[config.mk]
export PLATFORM = sky130hd
export DESIGN_NAME = hofl_loader
export DESIGN_NICKNAME = d
export VERILOG_FILES = /design/src/hdl/hofl_pkg.sv /design/src/hdl/hofl_sync.sv /design/src/hdl/hofl_wdog_ctl.sv /design/src/hdl/hofl_loader.sv
export VERILOG_INCLUDE_DIRS = /design/src /design/src/hdl
export SDC_FILE = /design/constraint.sdc
export NUM_CORES = 1
export LEC_CHECK = 0
export BUFFER_PORTS_ARGS = -buffer_cell sky130_fd_sc_hd__buf_2
export CORE_UTILIZATION = 45
export DETAILED_ROUTE_END_ITERATION = 7
export GPL_ROUTABILITY_DRIVEN = 0
export PLACE_DENSITY = 0.65
export REMOVE_ABC_BUFFERS = 1
export SETUP_SLACK_MARGIN = 0.2
export SLEW_MARGIN = 20
export SYNTH_ARGS = -nofsm -noshare
export SYNTH_HDL_FRONTEND = slang
export SYNTH_SLANG_ARGS = --single-unit
[constraint.sdc]
create_clock -name clk_i -period 3.2 [get_ports clk_i]
set_clock_uncertainty 0.15 [all_clocks]
set_input_delay 0.16 -clock clk_i [delete_from_list [all_inputs] [get_ports clk_i]]
set_output_delay 0.16 -clock clk_i [all_outputs]
set_load 0.01 [all_outputs]
[src/hdl/hofl_cfg.svh]
`ifndef HOFL_CFG_SVH
`define HOFL_CFG_SVH

// ---------------------------------------------
// Option word layout
// ---------------------------------------------
`define HOFL_OPT_W      19
`define HOFL_OB_LOCK    0
`define HOFL_OB_BSEL    1
`define HOFL_OB_PU      4
`define HOFL_OB_AR      5
`define HOFL_OB_APSZ    6
`define HOFL_OB_BO      9
`define HOFL_OB_WDOG_RESET_ENABLE_BIT    10
`define HOFL_OB_NS      11
`define HOFL_OB_AUTO    12
`define HOFL_OB_IDLE    13
`define HOFL_OB_WP      14
`define HOFL_OB_RPR     15
`define HOFL_OB_PS      16
`define HOFL_ERASED     19'h00000
`define HOFL_SHIPPED    19'h0008C

// ---------------------------------------------
// Flash map
// ---------------------------------------------
`define HOFL_STEP       16'h0200
`define HOFL_FLASH_END  16'h0FFF
`define HOFL_FLASH_TOP  16'h1000
`define HOFL_APP_START  16'h0000
`define HOFL_LOCKED     8'hFF

// ---------------------------------------------
// Register map
// ---------------------------------------------
`define HOFL_A_WDCR     4'h0
`define HOFL_A_DCON     4'h1
`define HOFL_A_APP_UPDATE_LOWER_BOUND    4'h2
`define HOFL_A_STAT     4'h3

// ---------------------------------------------
// Watchdog control fields
// ---------------------------------------------
`define HOFL_WD_OVF     7
`define HOFL_WD_RST     6
`define HOFL_WD_RUN     5
`define HOFL_WD_NS      4
`define HOFL_WD_IDLE    3
`define HOFL_WD_PS      0
`define HOFL_WD_MASK    8'h5F
`define HOFL_DC_RSTPIN  1

// ---------------------------------------------
// Programming frame
// ---------------------------------------------
`define HOFL_FRAME_W    24
`define HOFL_FRAME_LAST 5'h17
`define HOFL_CMD_HI     23

`endif

[src/hdl/hofl_pkg.sv]
package hofl_pkg;
    typedef enum logic [1:0] {
        HOFL_CMD_RDCODE = 2'h0,
        HOFL_CMD_WROPT  = 2'h1,
        HOFL_CMD_ERASE  = 2'h2,
        HOFL_CMD_RDOPT  = 2'h3
    } hofl_cmd_t;
    typedef enum logic [2:0] {
        HOFL_RECV  = 3'b001,
        HOFL_FETCH = 3'b010,
        HOFL_SEND  = 3'b100
    } hofl_state_t;
endpackage

[src/hdl/hofl_sync.sv]
`timescale 1ns/1ps
module hofl_sync #(
    parameter int W = 2
) (
    // Clock and reset
    input  wire logic         clk_i,
    input  wire logic         rst_b_i,
    // Pins and filtered levels
    input  wire logic [W-1:0] d_i,
    output logic      [W-1:0] q_o
);
    logic [W-1:0] ff1_q;
    logic [W-1:0] ff2_q;
    logic [W-1:0] ff3_q;
    logic [W-1:0] q_q;

    always_ff @(posedge clk_i or negedge rst_b_i) begin
        if (!rst_b_i) begin
            ff1_q <= '0;
            ff2_q <= '0;
            ff3_q <= '0;
            q_q   <= '0;
        end else begin
            ff1_q <= d_i;
            ff2_q <= ff1_q;
            ff3_q <= ff2_q;
            q_q   <= (ff2_q & ff3_q) | (q_q & (ff2_q | ff3_q));
        end
    end

    assign q_o = q_q;
endmodule // hofl_sync

[src/hdl/hofl_wdog_ctl.sv]
`timescale 1ns/1ps
`include "hofl_cfg.svh"
module hofl_wdog_ctl (
    // Clock and reset
    input  wire logic       clk_i,
    input  wire logic       rst_b_i,
    // Power-on load
    input  wire logic       load_i,
    input  wire logic       opt_auto_i,
    input  wire logic       opt_rst_i,
    input  wire logic       opt_ns_i,
    input  wire logic       opt_idle_i,
    input  wire logic [2:0] opt_ps_i,
    input  wire logic       protect_i,
    // Software and events
    input  wire logic       wr_i,
    input  wire logic [7:0] wdata_i,
    input  wire logic       ovf_i,
    output logic      [7:0] wdcr_o,
    output logic            rst_req_o
);
    logic [7:0] q;
    logic [7:0] d;
    logic [7:0] wmask;

    always_comb begin
        wmask = protect_i ? 8'h00 : `HOFL_WD_MASK; // [RULE14]
        d = wr_i ? ((q & ~wmask) | (wdata_i & wmask)) : q;
        d[`HOFL_WD_RUN] = q[`HOFL_WD_RUN] | (wr_i & wdata_i[`HOFL_WD_RUN]);
        d[`HOFL_WD_OVF] = ovf_i | (q[`HOFL_WD_OVF] & ~(wr_i & wdata_i[`HOFL_WD_OVF]));
    end

    // ---------------------------------------------
    // Control register
    // ---------------------------------------------
    always_ff @(posedge clk_i or negedge rst_b_i) begin
        if (!rst_b_i) begin
            q <= 8'h00;
        end else if (load_i) begin
            q <= 8'h00;
            q[`HOFL_WD_RST] <= opt_rst_i; // [RULE11]
            q[`HOFL_WD_NS] <= opt_ns_i; // [RULE12]
            q[`HOFL_WD_RUN] <= opt_auto_i; // [RULE13]
            q[`HOFL_WD_IDLE] <= opt_auto_i & opt_idle_i;
            q[`HOFL_WD_PS+:3] <= opt_auto_i ? opt_ps_i : 3'h0;
        end else begin
            q <= d;
        end
    end

    assign wdcr_o    = q;
    assign rst_req_o = ovf_i & q[`HOFL_WD_RST] & q[`HOFL_WD_RUN];

    AST_WD_PROT: assert property (@(posedge clk_i) disable iff (!rst_b_i) // [RULE14]
        (protect_i && wr_i && !load_i) |=> ((q & `HOFL_WD_MASK) == $past(q & `HOFL_WD_MASK)))
        else $error("protected watchdog bits changed");
    AST_WD_LOAD: assert property (@(posedge clk_i) disable iff (!rst_b_i) // [RULE13]
        load_i |=> (q[`HOFL_WD_RUN] == $past(opt_auto_i)
                    && q[`HOFL_WD_PS+:3] == ($past(opt_auto_i) ? $past(opt_ps_i) : 3'h0)))
        else $error("watchdog power-on load wrong");
    AST_WD_RSTBIT: assert property (@(posedge clk_i) disable iff (!rst_b_i) // [RULE11]
        load_i |=> (q[`HOFL_WD_RST] == $past(opt_rst_i) && q[`HOFL_WD_NS] == $past(opt_ns_i)))
        else $error("watchdog reset or nonstop bit not from option");
endmodule // hofl_wdog_ctl

[src/hdl/hofl_loader.sv]
// How it works
// RULE1 - Option bits change only through the programming port, never by software.
// RULE2 - Whole-chip erase clears every option, leaving no loader or update region.
// RULE3 - With the lock set, programmer code readback returns 0xFF bytes.
// RULE4 - Loader region runs from its start up to the last flash address.
// RULE5 - Loader start selectable in 512-byte steps from 0x0200 to 0x0E00, or none.
// RULE6 - Shipped option word holds a 1K loader region.
// RULE7 - Power-up boots from loader when its option and a region exist, else application.
// RULE8 - Any-reset option with a region boots every reset from the loader.
// RULE9 - Update region bound set by option or software, default 1K.
// RULE10 - Brownout resets to application start only when its option is set.
// RULE11 - Watchdog reset-enable bit follows its option.
// RULE12 - Watchdog non-stop bit follows its option.
// RULE13 - Auto-enable option starts watchdog and loads its fields at power-on.
// RULE14 - Write-protect option blocks software writes to watchdog fields; the code still lets software set the run bit and clear the overflow bit.
// RULE15 - Reset-pin reuse option clears the reset-pin function bit.
// RULE16 - Programming uses clock and two-way data lines, only while halted.
// RULE17 - Options sampled once after power-on and held until next power-on.
`timescale 1ns/1ps
`include "hofl_cfg.svh"
module hofl_loader
    import hofl_pkg::*;
#(
    parameter logic [`HOFL_OPT_W-1:0] SHIPPED = `HOFL_SHIPPED
) (
    // Clock and power-on reset
    input  wire logic        clk_i,
    input  wire logic        rst_b_i,
    // System status
    input  wire logic        sys_reset_i,
    input  wire logic        halted_i,
    input  wire logic        brownout_detector_i,
    input  wire logic        wdog_overflow_i,
    // Programming port
    input  wire logic        prog_clock_line_i,
    input  wire logic        prog_data_line_i,
    output logic             prog_data_line_o,
    output logic             prog_data_line_oe_o,
    // Code flash read
    output logic      [11:0] code_addr_o,
    output logic             code_rd_o,
    input  wire logic [7:0]  code_data_i,
    // Register port
    input  wire logic [3:0]  reg_addr_i,
    input  wire logic [7:0]  reg_wdata_i,
    input  wire logic        reg_wr_i,
    input  wire logic        reg_rd_i,
    output logic      [7:0]  reg_rdata_o,
    // Derived controls
    output logic             boot_from_loader_o,
    output logic      [15:0] boot_addr_o,
    output logic             cpu_reset_o,
    output logic             wdog_run_o,
    output logic             wdog_reset_enable_bit_o,
    output logic             wdog_nonstop_bit_o,
    output logic             wdog_idle_count_bit_o,
    output logic      [2:0]  wdog_prescale_o,
    output logic             reset_pin_function_bit_o
);

    // ---------------------------------------------
    // Helpers
    // ---------------------------------------------
    function automatic logic [15:0] hofl_boot_addr(input logic go, input logic [2:0] sel);
        return go ? (16'(sel) * `HOFL_STEP) : `HOFL_APP_START;
    endfunction

    function automatic logic [7:0] hofl_app_lb(input logic [`HOFL_OPT_W-1:0] o);
        logic [15:0] top;
        logic [15:0] lb;
        top = (|o[`HOFL_OB_BSEL+:3]) ? (16'(o[`HOFL_OB_BSEL+:3]) * `HOFL_STEP)
                                     : `HOFL_FLASH_TOP;
        lb  = top - (16'(o[`HOFL_OB_APSZ+:3]) * `HOFL_STEP);
        return lb[15:8];
    endfunction

    // ---------------------------------------------
    // State
    // ---------------------------------------------
    logic [`HOFL_OPT_W-1:0]  fuse_q;
    logic [`HOFL_OPT_W-1:0]  opt_q;
    logic                    sampled_q;
    logic                    boot_q;
    logic [15:0]             baddr_q;
    logic                    cpu_reset_q;
    logic                    dcon_q;
    logic [7:0]              app_update_lower_bound_q;
    logic [7:0]              rdata_q;
    logic [1:0]              pins;
    logic                    bo_lvl;
    logic                    pclk_prev_q;
    logic                    bo_prev_q;
    logic                    rise;
    logic                    bo_rise;
    logic                    bo_hit;
    hofl_state_t             state_q;
    logic [4:0]              cnt_q;
    logic [`HOFL_FRAME_W-1:0] sh_q;
    logic                    oe_q;
    logic                    code_rd_q;
    logic [11:0]             code_addr_q;
    logic [`HOFL_FRAME_W-1:0] frame_word;
    logic                    frame_done;
    hofl_cmd_t               cmd;
    logic [7:0]              wdcr;
    logic                    wd_req;

    // ---------------------------------------------
    // Pin synchronisers
    // ---------------------------------------------
    hofl_sync #(.W(3)) u_sync (
        .clk_i   (clk_i),
        .rst_b_i (rst_b_i),
        .d_i     ({brownout_detector_i, prog_data_line_i, prog_clock_line_i}),
        .q_o     ({bo_lvl, pins})
    );

    always_ff @(posedge clk_i or negedge rst_b_i) begin
        if (!rst_b_i) begin
            pclk_prev_q <= 1'b0;
            bo_prev_q   <= 1'b0;
        end else begin
            pclk_prev_q <= pins[0];
            bo_prev_q   <= bo_lvl;
        end
    end

    always_comb begin
        rise       = pins[0] & ~pclk_prev_q & halted_i; // [RULE16]
        bo_rise    = bo_lvl & ~bo_prev_q;
        bo_hit     = bo_rise & opt_q[`HOFL_OB_BO] & sampled_q; // [RULE10]
        frame_word = {sh_q[`HOFL_FRAME_W-2:0], pins[1]};
        cmd        = hofl_cmd_t'(frame_word[`HOFL_CMD_HI-:2]);
        frame_done = (state_q == HOFL_RECV) & rise & (cnt_q == `HOFL_FRAME_LAST);
    end

    // ---------------------------------------------
    // Option store
    // ---------------------------------------------
    always_ff @(posedge clk_i or negedge rst_b_i) begin
        if (!rst_b_i) begin
            fuse_q <= SHIPPED; // [RULE6]
        end else if (frame_done) begin // [RULE1]
            if (cmd == HOFL_CMD_WROPT) begin
                fuse_q <= frame_word[`HOFL_OPT_W-1:0];
            end else if (cmd == HOFL_CMD_ERASE) begin
                fuse_q <= `HOFL_ERASED; // [RULE2]
            end
        end
    end

    // ---------------------------------------------
    // Power-on sampling
    // ---------------------------------------------
    always_ff @(posedge clk_i or negedge rst_b_i) begin
        if (!rst_b_i) begin
            sampled_q <= 1'b0;
            opt_q     <= `HOFL_ERASED;
        end else if (!sampled_q) begin
            sampled_q <= 1'b1;
            opt_q     <= fuse_q; // [RULE17]
        end
    end

    // ---------------------------------------------
    // Boot selection
    // ---------------------------------------------
    always_ff @(posedge clk_i or negedge rst_b_i) begin
        if (!rst_b_i) begin
            boot_q  <= 1'b0;
            baddr_q <= `HOFL_APP_START;
        end else if (!sampled_q) begin
            boot_q  <= fuse_q[`HOFL_OB_PU] & (|fuse_q[`HOFL_OB_BSEL+:3]); // [RULE7]
            baddr_q <= hofl_boot_addr(fuse_q[`HOFL_OB_PU], fuse_q[`HOFL_OB_BSEL+:3]); // [RULE5]
        end else if (bo_hit) begin
            boot_q  <= 1'b0;
            baddr_q <= `HOFL_APP_START; // [RULE10]
        end else if (sys_reset_i) begin
            boot_q  <= opt_q[`HOFL_OB_AR] & (|opt_q[`HOFL_OB_BSEL+:3]); // [RULE8]
            baddr_q <= hofl_boot_addr(opt_q[`HOFL_OB_AR], opt_q[`HOFL_OB_BSEL+:3]); // [RULE4]
        end
    end

    always_ff @(posedge clk_i or negedge rst_b_i) begin
        if (!rst_b_i) begin
            cpu_reset_q <= 1'b0;
        end else begin
            cpu_reset_q <= bo_hit | wd_req;
        end
    end

    // ---------------------------------------------
    // Derived registers
    // ---------------------------------------------
    always_ff @(posedge clk_i or negedge rst_b_i) begin
        if (!rst_b_i) begin
            dcon_q  <= 1'b1;
            app_update_lower_bound_q <= 8'h00;
        end else if (!sampled_q) begin
            dcon_q  <= ~fuse_q[`HOFL_OB_RPR]; // [RULE15]
            app_update_lower_bound_q <= hofl_app_lb(fuse_q); // [RULE9]
        end else if (reg_wr_i && reg_addr_i == `HOFL_A_APP_UPDATE_LOWER_BOUND) begin
            app_update_lower_bound_q <= reg_wdata_i; // [RULE9]
        end
    end

    hofl_wdog_ctl u_wdog (
        .clk_i      (clk_i),
        .rst_b_i    (rst_b_i),
        .load_i     (~sampled_q),
        .opt_auto_i (fuse_q[`HOFL_OB_AUTO]),
        .opt_rst_i  (fuse_q[`HOFL_OB_WDOG_RESET_ENABLE_BIT]),
        .opt_ns_i   (fuse_q[`HOFL_OB_NS]),
        .opt_idle_i (fuse_q[`HOFL_OB_IDLE]),
        .opt_ps_i   (fuse_q[`HOFL_OB_PS+:3]),
        .protect_i  (opt_q[`HOFL_OB_WP]),
        .wr_i       (reg_wr_i && reg_addr_i == `HOFL_A_WDCR && sampled_q),
        .wdata_i    (reg_wdata_i),
        .ovf_i      (wdog_overflow_i),
        .wdcr_o     (wdcr),
        .rst_req_o  (wd_req)
    );

    // ---------------------------------------------
    // Register read port
    // ---------------------------------------------
    always_ff @(posedge clk_i or negedge rst_b_i) begin
        if (!rst_b_i) begin
            rdata_q <= 8'h00;
        end else if (reg_rd_i) begin
            unique case (reg_addr_i)
                `HOFL_A_WDCR:  rdata_q <= wdcr;
                `HOFL_A_DCON:  rdata_q <= 8'(dcon_q) << `HOFL_DC_RSTPIN;
                `HOFL_A_APP_UPDATE_LOWER_BOUND: rdata_q <= app_update_lower_bound_q;
                `HOFL_A_STAT:  rdata_q <= {boot_q, opt_q[`HOFL_OB_LOCK], 3'h0,
                                           opt_q[`HOFL_OB_BSEL+:3]};
                default:       rdata_q <= 8'h00;
            endcase
        end else begin
            rdata_q <= 8'h00;
        end
    end

    // ---------------------------------------------
    // Programming port
    // ---------------------------------------------
    always_ff @(posedge clk_i or negedge rst_b_i) begin
        if (!rst_b_i) begin
            state_q     <= HOFL_RECV;
            cnt_q       <= 5'h00;
            sh_q        <= '0;
            oe_q        <= 1'b0;
            code_rd_q   <= 1'b0;
            code_addr_q <= 12'h000;
        end else begin
            code_rd_q <= 1'b0;
            if (!halted_i) begin // [RULE16]
                state_q <= HOFL_RECV;
                cnt_q   <= 5'h00;
                oe_q    <= 1'b0;
            end else begin
                unique case (state_q)
                    HOFL_RECV: begin
                        if (rise) begin
                            sh_q  <= frame_word;
                            cnt_q <= 5'(cnt_q + 5'h01);
                            if (frame_done) begin
                                cnt_q <= 5'h00;
                                if (cmd == HOFL_CMD_RDCODE) begin
                                    code_addr_q <= frame_word[11:0];
                                    code_rd_q   <= 1'b1;
                                    state_q     <= HOFL_FETCH;
                                end else if (cmd == HOFL_CMD_RDOPT) begin
                                    sh_q    <= `HOFL_FRAME_W'(fuse_q);
                                    oe_q    <= 1'b1;
                                    state_q <= HOFL_SEND;
                                end
                            end
                        end
                    end
                    HOFL_FETCH: begin
                        if (!code_rd_q) begin
                            sh_q <= `HOFL_FRAME_W'(fuse_q[`HOFL_OB_LOCK] ? `HOFL_LOCKED
                                                                        : code_data_i); // [RULE3]
                            oe_q    <= 1'b1;
                            state_q <= HOFL_SEND;
                        end
                    end
                    HOFL_SEND: begin
                        if (rise) begin
                            sh_q  <= {sh_q[`HOFL_FRAME_W-2:0], 1'b0};
                            cnt_q <= 5'(cnt_q + 5'h01);
                            if (cnt_q == `HOFL_FRAME_LAST) begin
                                cnt_q   <= 5'h00;
                                oe_q    <= 1'b0;
                                state_q <= HOFL_RECV;
                            end
                        end
                    end
                    default: state_q <= HOFL_RECV;
                endcase
            end
        end
    end

    // ---------------------------------------------
    // Outputs
    // ---------------------------------------------
    assign prog_data_line_o         = sh_q[`HOFL_FRAME_W-1];
    assign prog_data_line_oe_o      = oe_q;
    assign code_addr_o              = code_addr_q;
    assign code_rd_o                = code_rd_q;
    assign reg_rdata_o              = rdata_q;
    assign boot_from_loader_o       = boot_q;
    assign boot_addr_o              = baddr_q;
    assign cpu_reset_o              = cpu_reset_q;
    assign wdog_run_o               = wdcr[`HOFL_WD_RUN];
    assign wdog_reset_enable_bit_o  = wdcr[`HOFL_WD_RST];
    assign wdog_nonstop_bit_o       = wdcr[`HOFL_WD_NS];
    assign wdog_idle_count_bit_o    = wdcr[`HOFL_WD_IDLE];
    assign wdog_prescale_o          = wdcr[`HOFL_WD_PS+:3];
    assign reset_pin_function_bit_o = dcon_q;

    // ---------------------------------------------
    // Assertions
    // ---------------------------------------------
    AST_NO_SW_FUSE: assert property (@(posedge clk_i) disable iff (!rst_b_i) // [RULE1]
        !halted_i |=> $stable(fuse_q))
        else $error("option word changed outside programming");
    AST_ERASE: assert property (@(posedge clk_i) disable iff (!rst_b_i) // [RULE2]
        (frame_done && cmd == HOFL_CMD_ERASE) |=> (fuse_q == `HOFL_ERASED))
        else $error("erase did not clear options");
    AST_LOCK_FF: assert property (@(posedge clk_i) disable iff (!rst_b_i) // [RULE3]
        (state_q == HOFL_FETCH && !code_rd_q && halted_i && fuse_q[`HOFL_OB_LOCK])
        |=> (sh_q[7:0] == `HOFL_LOCKED))
        else $error("locked readback not 0xFF");
    AST_REGION: assert property (@(posedge clk_i) disable iff (!rst_b_i) // [RULE5]
        boot_q |-> (baddr_q[8:0] == 9'h000 && baddr_q != `HOFL_APP_START
                    && baddr_q <= `HOFL_FLASH_END))
        else $error("loader start out of range");
    AST_POR_BOOT: assert property (@(posedge clk_i) disable iff (!rst_b_i) // [RULE7]
        $rose(sampled_q) |-> (boot_q == (opt_q[`HOFL_OB_PU] && |opt_q[`HOFL_OB_BSEL+:3])))
        else $error("power-up boot choice wrong");
    AST_ANY_RESET: assert property (@(posedge clk_i) disable iff (!rst_b_i) // [RULE8]
        (sampled_q && sys_reset_i && !bo_hit)
        |=> (boot_q == (opt_q[`HOFL_OB_AR] && |opt_q[`HOFL_OB_BSEL+:3])))
        else $error("any-reset boot choice wrong");
    AST_BO_RESET: assert property (@(posedge clk_i) disable iff (!rst_b_i) // [RULE10]
        (sampled_q && bo_rise && !wd_req)
        |=> (cpu_reset_q == opt_q[`HOFL_OB_BO]) ##0 (!cpu_reset_q || !boot_q))
        else $error("brownout reset wrong");
    AST_OPT_HOLD: assert property (@(posedge clk_i) disable iff (!rst_b_i) // [RULE17]
        sampled_q |=> ($stable(opt_q) && $stable(dcon_q)))
        else $error("sampled options moved");
    AST_RSTPIN: assert property (@(posedge clk_i) disable iff (!rst_b_i) // [RULE15]
        sampled_q |-> (dcon_q == !opt_q[`HOFL_OB_RPR]))
        else $error("reset pin bit wrong");
    AST_HALT_ONLY: assert property (@(posedge clk_i) disable iff (!rst_b_i) // [RULE16]
        !halted_i |=> !prog_data_line_oe_o)
        else $error("data line driven while running");
    AST_READ_LAT: assert property (@(posedge clk_i) disable iff (!rst_b_i) // [RULE9]
        (reg_rd_i && reg_addr_i == `HOFL_A_APP_UPDATE_LOWER_BOUND) |=> (reg_rdata_o == app_update_lower_bound_q))
        else $error("bound register read wrong");

    COV_LOADER_BOOT: cover property (@(posedge clk_i) disable iff (!rst_b_i)
        $rose(sampled_q) ##0 boot_q);
    COV_LOCKED_READ: cover property (@(posedge clk_i) disable iff (!rst_b_i)
        (state_q == HOFL_SEND) && fuse_q[`HOFL_OB_LOCK]);
    COV_BO_RESET: cover property (@(posedge clk_i) disable iff (!rst_b_i) bo_hit);
endmodule // hofl_loader

==> run summary, run 1 <==
Status
* result of the run: complete, no violations

Global routing
* total routing resource utilization after global routing: 0.2285
* initial antenna violation count: 0
* maximum number of pins on one net before global-route repair: 118
* via count of the first global-routing pass: 4465
* wire length of the first global-routing pass: 22.79 mm
* GR Overflow Total: 0

Critical path
* CP Launch Type: flop
* worst setup path class: flop to flop
* crit path from: cnt_q[0]
* Max Fanout on Critical Path: 20
* startpoint of the worst register-to-register path: cnt_q[0]
* crit path DAT: 2.66 ns
* crit end category: flop
* Worst EP required: 3.37 ns

Pwr
* Worst VDD drop: 430.1 µV
* cell-internal power: 0.003332 W
* fraction of power consumed by combinational cells: 0.120
* overall power after layout: 0.004457 W
* sequential cell fraction of total power: 0.411
* leakage dissipation: 3.203 nW
* net switching share of the total power: 0.2524
* clock network fraction of total power: 0.469
* Sw Pwr: 0.001125 W
* power density over the cells: 639.0 nW/µm²

STA
* relative slew slack: 0.4206
* setup repair after global routing missed its margin: no
* Hold Vio Cnt, Final: 0
* ratio of final minimum period to clock period: 0.7781
* Final Setup Violations: 0
* Slew Viols, Final: 0
* timing-limited maximum frequency: 401.6 MHz
* Tmin final: 2.490 ns
* final-layout worst hold slack: 0.01236 ns
* measured slew at the worst slew-check pin: 0.8653 ns
* Setup Total Neg Slack: 0 ns

Detailed routing
* count of nets left with antenna violations after detail routing: 0
* Detailed Route WL: 13.73 mm
* Detailed Route Iter0 Violations: 305
* average vias per placed instance: 5.521
* overall via count from detail_route: 4533
* DR WL/cell: 16.72 µm
* DRC errors left: 0
* number of iterations in the first detailed-routing pass: 7

Synthesis
* share of synthesized cell area in full adder, half adder and majority cells: 0.02860
* post-synth design cell area: 5688 µm²
* combinational family with the most area after synthesis: simple AND/OR/NAND/NOR gates
* Main synth FF type: dfrtp_1
* mux contribution to synthesized area: 0.06357
* sequential-to-total area share from yosys stat: 0.5158
* mean area per synthesized cell: 10.14 µm²
* cells after synthesis: 561
* distinct cell type count of the synthesized netlist: 62
* post-synthesis sequential element count: 117
* proportion of synthesized flip-flops having asynchronous set or reset: 1.000
* Synth Area in Simple Gates: 0.1740
* compound-gate portion of the synthesized area: 0.1456
* count of yosys warnings during synthesis: 0
* share of the synthesized netlist area taken by xor and xnor gates: 0.007699
* count of flip-flops with a built-in enable after synthesis: 0

Finish
* Fill cells: 1041
* post-synthesis to final-layout area growth: 22.61%
* number of standard cells in the layout, taps in and fillers out: 821
* leading cell type in the layout, fill and taps excluded: dfrtp_1
* sequential cell area in the final layout: 2934 µm²
* Final Core Density: 0.5735
* most used cells in the layout excluding fill and tap cells: 112 x dfrtp_1, 69 x nand2_1, 64 x buf_2
* Final nets: 680
* ratio of cells with drive above 1 in the final layout: 0.2083
* diode count: 0
* area taken by multi-input logic gates: 2444 µm²

Floorplan
* Top Ports: 79
* vertical die dimension: 114.4 µm
* total core area: 12160 µm²
* Cell Rows: 40
* effective utilization at floorplan: 0.4677
* die span in x: 114.4 µm
* area of the die: 13090 µm²

CTS
* number of buffers created by CTS: 17
* deepest level of the CTS H-tree: 4
* maximum buffer depth of the clock tree: 2
* root buf cell: clkbuf_16
* Post-CTS Repair Setup Buffers: 0
* clock tree sinks: 117
* Clock transition at path regs: 0.05 ns
* cells resized by post-CTS repair: 0
* Clk Latency, worst-skew pair: 0.42 ns
* CTS tree: yes

Job
* MaxCap Viol Count: 0

Placement
* HPWL reported at the end of detailed placement: 8.831 mm
* number of placed instances, taps included: 763
* IO buf count: 65

Hold path
* path category of the worst min-delay check: input pin to flop
* start point of the worst min-delay path: code_data_i[2]

## per-layer routing
layer | global-route usage | share of wire
met4 | 0.09091 | 0.018
met3 | 0.05400 | 0.057
met1 | 0.2948 | 0.45
met5 | 0 | 0
met2 | 0.3721 | 0.48
## worst max-delay path: stages, from the launching register on
cell	delay [ns]
dfrtp_1	0.39
ha_1	0.24
and4b_1	0.43
and4_1	0.76
nand3_1	0.17
a41oi_1	0.25
## synth_stat cells, types with 3 or more instances
library cell,count,share of area
xor2_1,4,0.0062
mux2i_1,17,0.030
nand3_1,32,0.028
o32a_1,7,0.012
a31oi_1,3,0.0033
dfstp_2,5,0.023
buf_1,3,0.0020
a21oi_1,34,0.030
nand4_1,12,0.013
clkbuf_1,18,0.012
a2bb2oi_1,3,0.0046
buf_4,22,0.029
a22o_1,3,0.0046
a41oi_1,12,0.018
dfrtp_1,112,0.49
and3_1,16,0.018
a22oi_1,9,0.012
maj3_1,3,0.0053
nor3_1,8,0.0070
mux2_2,17,0.034
nand2_1,69,0.046
or3_1,3,0.0033
nor2_1,30,0.020
ha_1,9,0.020
inv_1,15,0.0099
nor2b_1,8,0.0088
buf_2,9,0.0079
o21a_1,3,0.0040
o21ai_0,33,0.029
## worst paths after layout
kind / endpoint / slack [ns] / depth (start not counted)
worst max-delay path: sh_q[17] / 0.71 / 5
worst min-delay path: sh_q[2] / 0.01 / 4
worst max register to register: sh_q[17] / 0.71 / 5
worst min register to register: u_sync.ff2_q[2] / 0.20 / 0
max in group asynchronous: sh_q[3] / 2.19 / 3
min in group asynchronous: code_addr_o[10] / 0.25 / 3
## cell type report
| cell class | instances | share of cell area |
|---|---|---|
| Tap cell | 168 | 0.03014 |
| Clock buffer | 23 | 0.06853 |
| Timing Repair Buffer | 101 | 0.09688 |
| Clock inverter | 9 | 0.02476 |
| Multi-Input combinational cell | 387 | 0.3504 |
| Sequential cell | 117 | 0.4207 |
| Inverter | 16 | 0.008611 |
## state kept, by name, indices dropped and copies added (netlist names), 3 cells and up, named ones only
name / cells
u_sync.ff3_q: 3
code_addr_o: 12
boot_addr_o: 3
u_sync.ff2_q: 3
sh_q: 24
u_sync.ff1_q: 3
cnt_q: 5
opt_q: 7
u_sync.q_o: 3
reg_rdata_o: 8
app_update_lower_bound_q: 8
fuse_q: 19
state_q: 3
## per-stage QoR
| step | cell area (µm²) | worst slack (ns) |
|---|---|---|
| floorplan | 5433 | 0.6670 |
| global placement | 6063 | 0.8673 |
| detailed placement | 6063 | 0.7203 |
| CTS | 6974 | 0.6969 |
| global route | 6974 | 0.5532 |
| finish | 6974 | 0.7102 |
## power groups by stage
stage	registers (W)	logic, W	clock network (W)
2_1_floorplan	0.00179	0.000344	0
3_3_place_gp	0.00184	0.000487	0
3_5_place_dp	0.00185	0.000513	0
4_1_cts	0.00183	0.000540	0.00211
5_1_grt	0.00185	0.000612	0.00218
6_report	0.00183	0.000537	0.00209
## logic make-up after synthesis
| group | Yosys count |
|---|---|
| AND/OR/NAND/NOR | 196 |
| AO/OA/AOI/OAI | 125 |
| flip-flops | 117 |
| buffers and inverters | 69 |
| multiplexers | 34 |
| adder cells (fa/ha/maj) | 13 |
| XOR/XNOR | 5 |
| other | 2 |
## timing repair
item / 4_1_cts / 5_1_grt
setup endpoints to repair: 0 / 0
endpoints found under the hold margin: 147 / 0
hold buffers: 26 / 0
Note: power is estimated with default switching activity, not from simulation.
==> inputs of run 2 (changes only) <==
PLACE_DENSITY = 0.68   (was 0.65)
clock period = 2 ns   (was 3.2 ns; I/O delays follow)
==> run summary, run 2 (synthesis results as in run 1) <==
Critical path
* crit path DAT: 2.12 ns
* CP Launch Type: flop
* Max Fanout on Critical Path: 9
* Worst EP required: 2.14 ns
* worst setup path class: flop to flop
* crit end category: flop

Job
* MaxCap Viol Count: 0

Floorplan
* Cell Rows: 40
* area of the die: 13090 µm²
* die span in x: 114.4 µm
* vertical die dimension: 114.4 µm
* total core area: 12160 µm²
* Top Ports: 79
* effective utilization at floorplan: 0.4677

STA
* Final Setup Violations: 0
* Slew Viols, Final: 0
* setup repair after global routing missed its margin: yes
* final-layout worst hold slack: 0.03647 ns
* measured slew at the worst slew-check pin: 0.5968 ns
* Tmin final: 1.983 ns
* crit path setup slack, layout: 0.01700 ns
* timing-limited maximum frequency: 504.3 MHz
* relative slew slack: 0.6022
* Hold Vio Cnt, Final: 0
* Setup Total Neg Slack: 0 ns
* ratio of final minimum period to clock period: 0.9915

Detailed routing
* Detailed Route Iter0 Violations: 417
* count of nets left with antenna violations after detail routing: 0
* number of iterations in the first detailed-routing pass: 6
* average vias per placed instance: 5.746
* Detailed Route WL: 16.75 mm
* DR WL/cell: 18.78 µm
* DRC errors left: 0
* overall via count from detail_route: 5125

Global routing
* GR Overflow Total: 0
* wire length of the first global-routing pass: 24.63 mm
* total routing resource utilization after global routing: 0.2442
* via count of the first global-routing pass: 5053
* maximum number of pins on one net before global-route repair: 118
* initial antenna violation count: 0

Pwr
* clock network fraction of total power: 0.438
* Worst VDD drop: 829.9 µV
* sequential cell fraction of total power: 0.399
* net switching share of the total power: 0.2738
* power density over the cells: 904.5 nW/µm²
* leakage dissipation: 3.729 nW
* Sw Pwr: 0.002009 W
* cell-internal power: 0.005328 W
* fraction of power consumed by combinational cells: 0.163
* overall power after layout: 0.007337 W

Hold path
* path category of the worst min-delay check: input pin to flop

CTS
* maximum buffer depth of the clock tree: 2
* root buf cell: clkbuf_16
* Clk Latency, worst-skew pair: 0.41 ns
* deepest level of the CTS H-tree: 4
* number of buffers created by CTS: 17
* clock tree sinks: 117
* Clock transition at path regs: 0.05 ns
* CTS tree: yes

Placement
* HPWL reported at the end of detailed placement: 9.345 mm
* IO buf count: 65
* pre-CTS worst setup slack: -0.04155 ns

Finish
* Final nets: 751
* max FFs per register: 24
* most used cells in the layout excluding fill and tap cells: 109 x dfrtp_1, 64 x buf_2, 58 x nand2_1
* ratio of cells with drive above 1 in the final layout: 0.3660
* post-synthesis to final-layout area growth: 42.61%
* register with the most flip-flops: sh_q
* diode count: 0
* Final Core Density: 0.6670
* leading cell type in the layout, fill and taps excluded: dfrtp_1

Status
* result of the run: complete, no violations

[run 2: cell count changes in the layout (fill, tap and decap cells not counted), moves of 6 or more]
cell / before / now
buf_4: 10 / 51
o21ai_0: 33 / 18
buf_6: 0 / 12
a41oi_1: 12 / 1
a41oi_2: 0 / 11
nand2_1: 69 / 58
o21ai_1: 0 / 10
nand2_2: 0 / 9
mux2_2: 17 / 9
mux2_4: 0 / 8
clkbuf_16: 17 / 23
[run 2: cell type report]
cell class | count | area [µm²]
Tap cell | 168 | 210.2
Fill cell | 895 | 4050
Inverter | 16 | 60.06
Timing Repair Buffer | 172 | 1471
Clock inverter | 12 | 178.9
Sequential cell | 117 | 2938
Clock buffer | 20 | 446.7
Multi-Input combinational cell | 387 | 2806
[run 2: what timing repair did]
action | in CTS | in global routing
endpoints found under the setup margin | 63 | 62
gates resized for setup | 35 | 76
pin swaps | 11 | 35
endpoints found under the hold margin | 152 | 0
setup buffers | 10 | 11
hold buffers | 29 | 0
cloned | 1 | 9
[run 2: worst paths after layout]
path,from,to,slack [ns],cells after the start
setup / recovery,cnt_q[0],sh_q[2],0.02,6
hold / removal,reg_addr_i[0],reg_rdata_o[1],0.04,3
setup reg to reg,cnt_q[0],sh_q[2],0.02,6
hold reg to reg,u_sync.ff1_q[0],u_sync.ff2_q[0],0.20,0
max in group asynchronous,rst_b_i,state_q[2],1.06,3
min in group asynchronous,rst_b_i,boot_addr_o[11],0.18,3
[run 2: per-layer routing]
layer  GRT usage  wire (µm)  vias up  part of all wire
met4      0.1022        473        0             0.028
met5           0          0        -                 0
li1            -          -     2294                 -
met3     0.05823       1047       44             0.062
met2      0.4085       8506      246              0.51
met1      0.3037       6726     2541              0.40
[run 2: worst max-delay path: stages (launching register included)]
cell and delay, ns:
dfrtp_1 0.39, ha_2 0.20, and4b_2 0.23, and4_4 0.21, buf_12 0.14, and3_1 0.19
o32a_1 0.34
[run 2: power by group through the flow]
stage	Clock [W]	Combinational, W	Sequential [W]
after floorplan	0	0.000550	0.00287
after global placement	0	0.000922	0.00292
after detailed placement	0	0.000963	0.00294
after CTS	0.00324	0.00111	0.00290
after global routing	0.00335	0.00131	0.00296
final	0.00321	0.00120	0.00293
[run 2: through the flow]
step | cells | area (µm²)
CTS | 872 | 7597
floorplan | 520 | 5433
global placement | 800 | 6404
finish | 892 | 8112
detailed placement | 800 | 6404
global route | 892 | 8112
